===== src/sfcfe_regs.vh =====
// Opcodes, status byte five layout and frame counts for the serial flash front end
`ifndef SFCFE_REGS_VH
`define SFCFE_REGS_VH

// Opcodes
`define SFCFE_OP_READ 8'h03
`define SFCFE_OP_FAST 8'h0B
`define SFCFE_OP_DUAL 8'h3B
`define SFCFE_OP_QUAD 8'h6B
`define SFCFE_OP_XIP 8'hEB
`define SFCFE_OP_XIPDW 8'hE7
`define SFCFE_OP_ER4K 8'h20
`define SFCFE_OP_ER32K 8'h52
`define SFCFE_OP_ER64K 8'hD8
`define SFCFE_OP_CHIP1 8'h60
`define SFCFE_OP_CHIP2 8'hC7
`define SFCFE_OP_RDSR 8'h65
`define SFCFE_OP_WRSR5 8'h71
`define SFCFE_OP_LOCK 8'h6F
`define SFCFE_LOCK_KEY1 8'h4D
`define SFCFE_LOCK_KEY2 8'h67
`define SFCFE_OP_TERM 8'hF0
`define SFCFE_SR5_SEL 8'h05

// Status byte five fields
`define SFCFE_SR5_RESET 8'h00
`define SFCFE_SR5_LOCK 7
`define SFCFE_SR5_DC_HI 6
`define SFCFE_SR5_DC_LO 4
`define SFCFE_SR5_ES 3
`define SFCFE_SR5_PS 2
`define SFCFE_SR5_TERMINATE_ALLOW 1
`define SFCFE_SR5_DWA 0

// Erase kinds
`define SFCFE_ER_4K 2'h0
`define SFCFE_ER_32K 2'h1
`define SFCFE_ER_64K 2'h2
`define SFCFE_ER_CHIP 2'h3

// Frame counts in serial clocks
`define SFCFE_CMD_CLKS 5'h08
`define SFCFE_ADDR1_CLKS 5'h18
`define SFCFE_ADDR4_CLKS 5'h06
`define SFCFE_SEL_CLKS 5'h08
`define SFCFE_DUMMY_SPI 5'h08
`define SFCFE_MODE_CLKS 5'h02

`endif


===== src/sfcfe_front_end.v =====
// Serial flash command front end: framing, decode, status byte five, read data path
`timescale 1ns/1ps
`include "sfcfe_regs.vh"

module sfcfe_front_end #(
	parameter DATA_W = 8,
	parameter FIFO_DEPTH = 2
) (
	// Clock and reset
	input wire clk,
	input wire rst,
	// Serial pins
	input wire spi_cs_n,
	input wire spi_sclk,
	input wire [3:0] spi_io_in,
	output wire [3:0] spi_io_out,
	output wire [3:0] spi_io_oe,
	// Mode straps from other status bytes
	input wire xip_enable,
	input wire quad_enable_flag,
	// Core suspend state
	input wire erase_suspended,
	input wire program_suspended,
	// Array read stream
	output wire rd_req,
	output wire [23:0] rd_addr,
	output wire rd_stop,
	input wire [DATA_W-1:0] rd_data,
	input wire rd_valid,
	output wire rd_ready,
	// Erase and terminate requests
	output wire erase_req,
	output wire [1:0] erase_kind,
	output wire [23:0] erase_addr,
	output wire term_req,
	// Visible state
	output wire [7:0] status_byte_five,
	output wire xip_active
);

	// ------------------------------------------------------------
	// States
	// ------------------------------------------------------------
	localparam S_IDLE = 4'h0;
	localparam S_CMD = 4'h1;
	localparam S_ADDR = 4'h2;
	localparam S_DUMMY = 4'h3;
	localparam S_DATA = 4'h4;
	localparam S_WDATA = 4'h5;
	localparam S_KEY1 = 4'h6;
	localparam S_KEY2 = 4'h7;
	localparam S_HOLD = 4'h8;
	localparam S_IGN = 4'h9;

	// ------------------------------------------------------------
	// Functions
	// ------------------------------------------------------------
	// Shift lanes in, MSB first; w is 1, 2 or 4
	function [23:0] shin;
		input [23:0] s;
		input [3:0] io;
		input [2:0] w;
		begin
			case (w)
				3'h4: shin = {s[19:0], io};
				3'h2: shin = {s[21:0], io[1:0]};
				default: shin = {s[22:0], io[0]};
			endcase
		end
	endfunction

	// Place the top bits of a byte on the output lanes
	function [3:0] lanes;
		input [7:0] b;
		input [2:0] w;
		begin
			case (w)
				3'h4: lanes = b[7:4];
				3'h2: lanes = {2'h0, b[7:6]};
				default: lanes = {2'h0, b[7], 1'b0};
			endcase
		end
	endfunction

	// Output enable mask for a lane width
	function [3:0] oemask;
		input [2:0] w;
		begin
			case (w)
				3'h4: oemask = 4'hF;
				3'h2: oemask = 4'h3;
				default: oemask = 4'h2;
			endcase
		end
	endfunction

	// Dummy field to clocks; the mode byte clocks are counted inside
	function [4:0] dclks;
		input [2:0] dc;
		begin
			case (dc)
				3'h0: dclks = 5'h02;
				3'h1: dclks = 5'h04;
				3'h2: dclks = 5'h06;
				default: dclks = 5'h08;
			endcase
		end
	endfunction

	// ------------------------------------------------------------
	// Pin synchronisers
	// ------------------------------------------------------------
	reg [5:0] s1_q, s2_q, s3_q, st_q;
	reg sclk_prev_q, cs_prev_q;
	wire sclk_st = st_q[5];
	wire cs_st = st_q[4];
	wire [3:0] io_st = st_q[3:0];

	always @(posedge clk)
	begin
		if (rst)
		begin
			s1_q <= 6'h10;
			s2_q <= 6'h10;
			s3_q <= 6'h10;
			st_q <= 6'h10;
			sclk_prev_q <= 1'b0;
			cs_prev_q <= 1'b1;
		end
		else
		begin
			s1_q <= {spi_sclk, spi_cs_n, spi_io_in};
			s2_q <= s1_q;
			s3_q <= s2_q;
			// Change counts only when stages two and three agree
			st_q <= (st_q & (s2_q ^ s3_q)) | (s3_q & ~(s2_q ^ s3_q));
			sclk_prev_q <= sclk_st;
			cs_prev_q <= cs_st;
		end
	end

	wire rise = sclk_st & ~sclk_prev_q & ~cs_st;
	wire fall = ~sclk_st & sclk_prev_q & ~cs_st;
	wire frame_start = ~cs_st & cs_prev_q;
	wire frame_end = cs_st & ~cs_prev_q;

	// ------------------------------------------------------------
	// Two-entry read buffer
	// ------------------------------------------------------------
	reg [DATA_W-1:0] mem [0:FIFO_DEPTH-1];
	reg [1:0] wp_q, rp_q, cnt_q;
	wire f_empty = (cnt_q == 2'h0);
	wire f_full = (cnt_q == FIFO_DEPTH[1:0]);
	wire f_pop;
	wire f_push = rd_valid & ~f_full;
	assign rd_ready = ~f_full;

	always @(posedge clk)
	begin
		if (rst || frame_end)
		begin
			wp_q <= 2'h0;
			rp_q <= 2'h0;
			cnt_q <= 2'h0;
		end
		else
		begin
			if (f_push)
			begin
				mem[wp_q[0]] <= rd_data;
				wp_q <= wp_q + 2'h1;
			end
			if (f_pop)
				rp_q <= rp_q + 2'h1;
			cnt_q <= cnt_q + {1'b0, f_push} - {1'b0, f_pop};
		end
	end

	// ------------------------------------------------------------
	// Frame engine
	// ------------------------------------------------------------
	reg [3:0] st_d, state_q;
	reg [7:0] op_q;
	reg [23:0] sh_q;
	reg [4:0] bit_q, len_q, dum_q;
	reg [2:0] win_q, wout_q;
	reg [7:0] ob_q;
	reg [2:0] ocnt_q;
	reg [3:0] io_out_q, io_oe_q;
	reg lock_q, terminate_allow_q, dwa_q, es_q, ps_q;
	reg [2:0] dc_q;
	reg xip_q, sel_ok_q, pend_q;
	reg [1:0] ekind_q;
	reg [23:0] eaddr_q, raddr_q;
	reg rd_req_q, erase_req_q, term_q, stop_q;

	wire [23:0] sh_n = shin(sh_q, io_st, win_q);
	wire [7:0] byte_n = sh_n[7:0];
	wire last = (bit_q == len_q - 5'h1);
	wire is_xip = (op_q == `SFCFE_OP_XIP) || (op_q == `SFCFE_OP_XIPDW);
	wire is_sr = (op_q == `SFCFE_OP_RDSR);
	wire xip_ok = xip_enable & quad_enable_flag;
	wire [7:0] sr5 = {lock_q, dc_q, es_q, ps_q, terminate_allow_q, dwa_q};
	wire obyte_load = fall && state_q == S_DATA && ocnt_q == 3'h0;
	wire [7:0] src = is_sr ? (sel_ok_q ? sr5 : 8'h00) : mem[rp_q[0]];
	assign f_pop = obyte_load & ~is_sr & ~f_empty;

	// Masked read address for the array
	function [23:0] amask;
		input [23:0] a;
		input e7dw;
		begin
			amask = {2'h0, a[21:2], (e7dw ? 2'h0 : a[1:0])};
		end
	endfunction

	always @(posedge clk)
	begin
		if (rst)
		begin
			state_q <= S_IDLE;
			op_q <= 8'h00;
			sh_q <= 24'h000000;
			bit_q <= 5'h00;
			len_q <= `SFCFE_CMD_CLKS;
			dum_q <= 5'h00;
			win_q <= 3'h1;
			wout_q <= 3'h1;
			ob_q <= 8'h00;
			ocnt_q <= 3'h0;
			io_out_q <= 4'h0;
			io_oe_q <= 4'h0;
			lock_q <= 1'b0;
			dc_q <= 3'h0;
			terminate_allow_q <= 1'b0;
			dwa_q <= 1'b0;
			es_q <= 1'b0;
			ps_q <= 1'b0;
			xip_q <= 1'b0;
			sel_ok_q <= 1'b0;
			pend_q <= 1'b0;
			ekind_q <= `SFCFE_ER_4K;
			eaddr_q <= 24'h000000;
			raddr_q <= 24'h000000;
			rd_req_q <= 1'b0;
			erase_req_q <= 1'b0;
			term_q <= 1'b0;
			stop_q <= 1'b0;
		end
		else
		begin
			es_q <= erase_suspended;
			ps_q <= program_suspended;
			rd_req_q <= 1'b0;
			erase_req_q <= 1'b0;
			term_q <= 1'b0;
			stop_q <= 1'b0;
			if (frame_end)
			begin
				// Erase fires only for a fully received frame
				erase_req_q <= pend_q && state_q == S_HOLD;
				stop_q <= 1'b1;
				pend_q <= 1'b0;
				// XiP continues command-less only with both enables set
				xip_q <= xip_ok && is_xip && state_q == S_DATA;
				io_oe_q <= 4'h0;
				state_q <= S_IDLE;
			end
			else if (frame_start)
			begin
				bit_q <= 5'h00;
				sh_q <= 24'h000000;
				ocnt_q <= 3'h0;
				if (xip_q && xip_ok)
				begin
					win_q <= 3'h4;
					len_q <= `SFCFE_ADDR4_CLKS;
					state_q <= S_ADDR;
				end
				else
				begin
					xip_q <= 1'b0;
					win_q <= 3'h1;
					len_q <= `SFCFE_CMD_CLKS;
					state_q <= S_CMD;
				end
			end
			else if (rise)
			begin
				sh_q <= sh_n;
				bit_q <= last ? 5'h00 : bit_q + 5'h1;
				case (state_q)
					S_CMD:
					if (last)
					begin
						op_q <= byte_n;
						state_q <= st_d;
						// Status write and lock keys are single bytes, like the select byte
						len_q <= (byte_n == `SFCFE_OP_RDSR || byte_n == `SFCFE_OP_WRSR5) ? `SFCFE_SEL_CLKS :
							(byte_n == `SFCFE_OP_LOCK) ? `SFCFE_SEL_CLKS :
							(byte_n == `SFCFE_OP_XIP || byte_n == `SFCFE_OP_XIPDW) ? `SFCFE_ADDR4_CLKS :
							`SFCFE_ADDR1_CLKS;
						win_q <= (byte_n == `SFCFE_OP_XIP || byte_n == `SFCFE_OP_XIPDW) ? 3'h4 : 3'h1;
						pend_q <= byte_n == `SFCFE_OP_CHIP1 || byte_n == `SFCFE_OP_CHIP2;
						ekind_q <= (byte_n == `SFCFE_OP_ER32K) ? `SFCFE_ER_32K :
							(byte_n == `SFCFE_OP_ER64K) ? `SFCFE_ER_64K :
							(byte_n == `SFCFE_OP_ER4K) ? `SFCFE_ER_4K : `SFCFE_ER_CHIP;
						term_q <= byte_n == `SFCFE_OP_TERM && terminate_allow_q;
					end
					S_ADDR:
					if (last)
					begin
						win_q <= 3'h1;
						if (is_sr)
						begin
							sel_ok_q <= byte_n == `SFCFE_SR5_SEL;
							len_q <= `SFCFE_DUMMY_SPI;
							state_q <= S_DUMMY;
						end
						else if (op_q == `SFCFE_OP_ER4K || op_q == `SFCFE_OP_ER32K || op_q == `SFCFE_OP_ER64K)
						begin
							eaddr_q <= amask(sh_n, 1'b0);
							pend_q <= 1'b1;
							state_q <= S_HOLD;
						end
						else
						begin
							raddr_q <= amask(sh_n, op_q == `SFCFE_OP_XIPDW && dwa_q);
							rd_req_q <= 1'b1;
							// XiP reads (EBh, E7h) count the mode byte in the dummy clocks
							len_q <= is_xip ? dclks(dc_q) : `SFCFE_DUMMY_SPI;
							state_q <= (op_q == `SFCFE_OP_READ) ? S_DATA : S_DUMMY;
						end
					end
					S_DUMMY:
					if (last)
						state_q <= S_DATA;
					S_WDATA:
					if (last)
					begin
						// Reserved dummy codes leave the field unchanged
						if (!lock_q && (byte_n[6:4] <= 3'h3))
							dc_q <= byte_n[`SFCFE_SR5_DC_HI:`SFCFE_SR5_DC_LO];
						if (!lock_q)
						begin
							terminate_allow_q <= byte_n[`SFCFE_SR5_TERMINATE_ALLOW];
							dwa_q <= byte_n[`SFCFE_SR5_DWA];
						end
						state_q <= S_HOLD;
					end
					S_KEY1:
					if (last)
						state_q <= (byte_n == `SFCFE_LOCK_KEY1) ? S_KEY2 : S_IGN;
					S_KEY2:
					if (last)
					begin
						if (byte_n == `SFCFE_LOCK_KEY2)
							lock_q <= 1'b1;
						state_q <= S_HOLD;
					end
					default:
						state_q <= state_q;
				endcase
			end
			else if (fall && state_q == S_DATA)
			begin
				// Lanes move only on the falling edge
				if (ocnt_q == 3'h0)
				begin
					ob_q <= src << wout_q;
					io_out_q <= lanes(src, wout_q);
					ocnt_q <= 3'h7 >> (wout_q >> 1);
				end
				else
				begin
					ob_q <= ob_q << wout_q;
					io_out_q <= lanes(ob_q, wout_q);
					ocnt_q <= ocnt_q - 3'h1;
				end
				io_oe_q <= oemask(wout_q);
			end
			if (frame_start || state_q == S_IDLE)
				wout_q <= 3'h1;
			else if (state_q == S_CMD)
				wout_q <= (op_q == `SFCFE_OP_DUAL) ? 3'h2 : 3'h1;
			if (state_q == S_ADDR || state_q == S_DUMMY)
				wout_q <= (op_q == `SFCFE_OP_DUAL) ? 3'h2 :
					(op_q == `SFCFE_OP_QUAD || is_xip) ? 3'h4 : 3'h1;
		end
	end

	// Next state after the command byte
	always @*
	begin
		case (byte_n)
			`SFCFE_OP_READ, `SFCFE_OP_FAST, `SFCFE_OP_DUAL, `SFCFE_OP_QUAD: st_d = S_ADDR;
			`SFCFE_OP_XIP, `SFCFE_OP_XIPDW: st_d = S_ADDR;
			`SFCFE_OP_ER4K, `SFCFE_OP_ER32K, `SFCFE_OP_ER64K: st_d = S_ADDR;
			`SFCFE_OP_CHIP1, `SFCFE_OP_CHIP2: st_d = S_HOLD;
			`SFCFE_OP_RDSR: st_d = S_ADDR;
			`SFCFE_OP_WRSR5: st_d = S_WDATA;
			`SFCFE_OP_LOCK: st_d = S_KEY1;
			`SFCFE_OP_TERM: st_d = S_HOLD;
			default: st_d = S_IGN;
		endcase
	end

	// ------------------------------------------------------------
	// Outputs
	// ------------------------------------------------------------
	assign spi_io_out = io_out_q;
	assign spi_io_oe = io_oe_q;
	assign rd_req = rd_req_q;
	assign rd_addr = raddr_q;
	assign rd_stop = stop_q;
	assign erase_req = erase_req_q;
	assign erase_kind = ekind_q;
	assign erase_addr = eaddr_q;
	assign term_req = term_q;
	assign status_byte_five = sr5;
	assign xip_active = xip_q;

endmodule


===== config.mk =====
export PLATFORM = sky130hd
export DESIGN_NAME = sfcfe_front_end
export DESIGN_NICKNAME = d
export VERILOG_FILES = /design/src/sfcfe_front_end.v
export VERILOG_INCLUDE_DIRS = /design/src
export SDC_FILE = /design/constraint.sdc
export NUM_CORES = 1
export LEC_CHECK = 0
export BUFFER_PORTS_ARGS = -buffer_cell sky130_fd_sc_hd__buf_2
export CAP_MARGIN = 20
export CORE_MARGIN = 2
export CORE_UTILIZATION = 54
export CTS_CLUSTER_SIZE = 16
export DETAILED_ROUTE_END_ITERATION = 12
export PLACE_DENSITY = 0.75
export SYNTH_ARGS = -nofsm -noshare
export SYNTH_HDL_FRONTEND = slang
export SYNTH_SLANG_ARGS = --single-unit

===== constraint.sdc =====
create_clock -name clk -period 3.19 [get_ports clk]
set_input_delay 0.1595 -clock clk [delete_from_list [all_inputs] [get_ports clk]]
set_output_delay 0.1595 -clock clk [all_outputs]
set_load 0.01 [all_outputs]

==> results.yml <==
synth:
  ys_seq_area_frac: 0.444
  ys_ff_latch: 173
  synth_ff_type: "dfxtp_1"
  synthCells: 953
  yosysUniqueCellTypes: 92
  yosysTopAreaCell: "dfxtp_1"
  async_flop_share: 0
  synth_area_mm2: 0.00816
  synth_edf_count: 16
  synth_warnings: 0
  netlist.area_leader.share: 0.385
  yosys-top-cells-area: "dfxtp_1, nor2_1, nand2_1"
  netlist_top_cells_count: "dfxtp_1, nor2_1, nand2_1"
  avgSynthCellArea_um2: 8.56
  synth_most_common_cell: "dfxtp_1"
critical_path:
  rrSetupSlack_ps: 460
  reg2reg_from: "op_q[1]$_SDFFE_PP0P_"
  r2r-end: "cnt_q[1]$_SDFF_PP0_"
  setup.worst_path.class: "reg -> reg"
  required_ps: 3510
  start_kind: "flip-flop"
  crit_arrival_ps: 3050
  cp_max_fo: 9
  worst-r2r-cell-count: 9
  critPathLaunch: "op_q[1]$_SDFFE_PP0P_"
  end_kind: "flip-flop"
  worstSetupEndpoint: "cnt_q[1]$_SDFF_PP0_"
placement:
  preCtsSetupSlack_ps: 541
  port_buffers: 88
  gp_congestion: 0.979
  place_hpwl_mm: 14.5
timing:
  hold_viol_final: 0
  maxSlewHeadroom: 0.464
  fin_setup_tns_ps: 0
  setup_slack_ps: 465
  period_share: 0.854
  hold_slack_ps: 105
  timing.final.max_slew_violations: 0
  worst-slew-pin-transition_ps: 796
  setup_viol_count_final: 0
  fmax_mhz: 367
  grt_setup_unrepaired: "false"
  finalWorstPathRequiredPeriod_ps: 2730
  skew_ps: 14.8
global_route:
  track_usage: 0.266
  grt_pass1_wl_mm: 34.5
  grt_max_degree: 46
  first_global_vias: 6775
  antenna_found_initial: 0
  overflow: 0
route:
  dr.pass1.iters: 6
  num_vias: 7146
  drc_errors: 0
  drt_iter0_drc: 646
  wl_mm: 21.0
  wl_per_cell_um: 17.0
  via_per_inst: 5.79
  antenna_left: 0
cts:
  path_clk_slew_ps: 70
  numCtsBuffers: 17
  clk_latency_ps: 440
  cts_setup_buffers: 0
  clock-sinks: 173
  root_buffer: "clkbuf_16"
  cts_tree: "done"
  h-tree-depth: 4
  clk_path_buf_depth: 2
flow_run:
  drv_cap: 0
floorplan:
  die_height_um: 127
  start_util: 0.557
  row_count: 44
  die-area_mm2: 0.0161
  design.core.area_mm2: 0.0146
  top_level_ports: 93
  die_w_um: 127
cells_and_area:
  num-nets-final: 1067
  n_antenna_cell: 0
  area_growth_pct: 16.3
  drive_gt1_frac: 0.175
  fillers: 1267
power_and_ir_drop:
  peakVddDrop_v: 0.000407
  p_leak_nw: 3.87
  p_per_area_mw_per_mm2: 478
status:
  status: "finished clean"
min_path:
  hold_path_class: "in -> reg"
==> per-layer routing <==
metal,global-route usage,vias up,wire (µm)
met3,0.0523,31,1190
met5,0,-,0
li1,-,3492,-
met1,0.358,3370,9420
met4,0.101,0,444
met2,0.427,253,9950
==> metrics by stage <==
stage          cells   util  total power (W)  instance area, µm²
2_1_floorplan    956      -          0.00241                8170
3_3_place_gp    1187  0.596          0.00245                8720
3_5_place_dp    1187  0.596          0.00246                8720
4_1_cts         1235  0.648          0.00455                9480
5_1_grt         1235  0.648          0.00467                9480
6_report        1235  0.648          0.00453                9480
==> area by class of cell <==
| type | instances | area [µm²] | share of cell area |
|---|---|---|---|
| Clock buffer | 18 | 429 | 0.0453 |
| Clock inverter | 14 | 169 | 0.0178 |
| Inverter | 20 | 75.1 | 0.00792 |
| Multi-Input combinational cell | 694 | 4130 | 0.436 |
| Sequential cell | 173 | 3620 | 0.382 |
| Tap cell | 184 | 230 | 0.0243 |
| Timing Repair Buffer | 132 | 826 | 0.0871 |
==> worst max-delay path: stages (launching register included) <==
cell     delay, ps
dfxtp_1        400
nor4b_4        630
and2_1         480
nor3_1         160
ha_1           320
inv_1           70
ha_1           160
xor2_1         200
xnor2_1        140
nor2_1          50
==> how the worst min path moves through the flow <==
| stage | depth (start not counted) | from | to | slack, ps |
|---|---|---|---|---|
| floorplan | 0 | rd_data[0] | mem[0][0]$_DFFE_PP_ | 260 |
| global placement | 1 | rd_data[0] | mem[0][0]$_DFFE_PP_ | 350 |
| detailed placement | 1 | rd_data[0] | mem[0][0]$_DFFE_PP_ | 350 |
| CTS | 5 | quad_enable_flag | xip_active$_SDFFE_PP0P_ | 90 |
| global route | 5 | quad_enable_flag | xip_active$_SDFFE_PP0P_ | 140 |
| finish | 5 | quad_enable_flag | xip_active$_SDFFE_PP0P_ | 110 |
==> registers in the layout, indices dropped and copies added (netlist names), 2 cells and up, named ones only <==
name / count
cnt_q: 2
s3_q: 6
sh_q: 21
spi_io_oe: 3
win_q: 2
state_q: 4
s1_q: 6
erase_addr: 22
bit_q: 5
mem: 16
wout_q: 3
len_q: 4
ocnt_q: 3
spi_io_out: 4
dc_q: 3
rd_addr: 22
erase_kind: 2
ob_q: 8
op_q: 8
s2_q: 6
==> cell families (layout without fill, tap and decap cells) <==
| logic type | Yosys count | in the layout | share of synthesized area |
|---|---|---|---|
| XOR/XNOR | 15 | 15 | 0.0178 |
| adder cells (fa/ha/maj) | 8 | 8 | 0.0123 |
| buffers and inverters | 89 | 184 | 0.0506 |
| multiplexers | 54 | 54 | 0.0681 |
| AND/OR/NAND/NOR | 431 | 431 | 0.255 |
| other | 1 | 4 | 0.000460 |
| flip-flops | 173 | 173 | 0.444 |
| AO/OA/AOI/OAI | 182 | 182 | 0.151 |
==> where the power goes <==
group / internal [W] / leakage, nW / switching [W]
sequential: 0.00222 / 1.42 / 0.0000121
combinational: 0.0000791 / 2.16 / 0.000118
clock: 0.00112 / 0.293 / 0.000978
total: 0.00342 / 3.87 / 0.00111
==> cell usage in the layout (no fill, tap or decap), drive strengths merged, types with 7 or more instances in the layout <==
cell type    Yosys  layout
nand2          138     138
a22oi           24      24
or2              8       8
nor4b            7       7
dfxtp          157     157
and2             7       7
nand2b          11      11
ha               8       8
inv             19      27
buf             24     116
nand4            8       8
a211oi          18      18
a21oi           59      59
xor2             7       7
nor3            36      36
nor2           140     140
clkbuf          45      18
nor2b           29      29
a31oi           11      11
edfxtp          16      16
mux2i           48      48
o21ai           24      24
xnor2            7       7
dlygate4sd3      0      16
nand3           16      16
==> repair_timing <==
item                      CTS  global route
hold endpoints to repair   24             0
resized for setup           0             0
hold buffers               16             0
No activity file was read; power rests on OpenSTA's default activity.
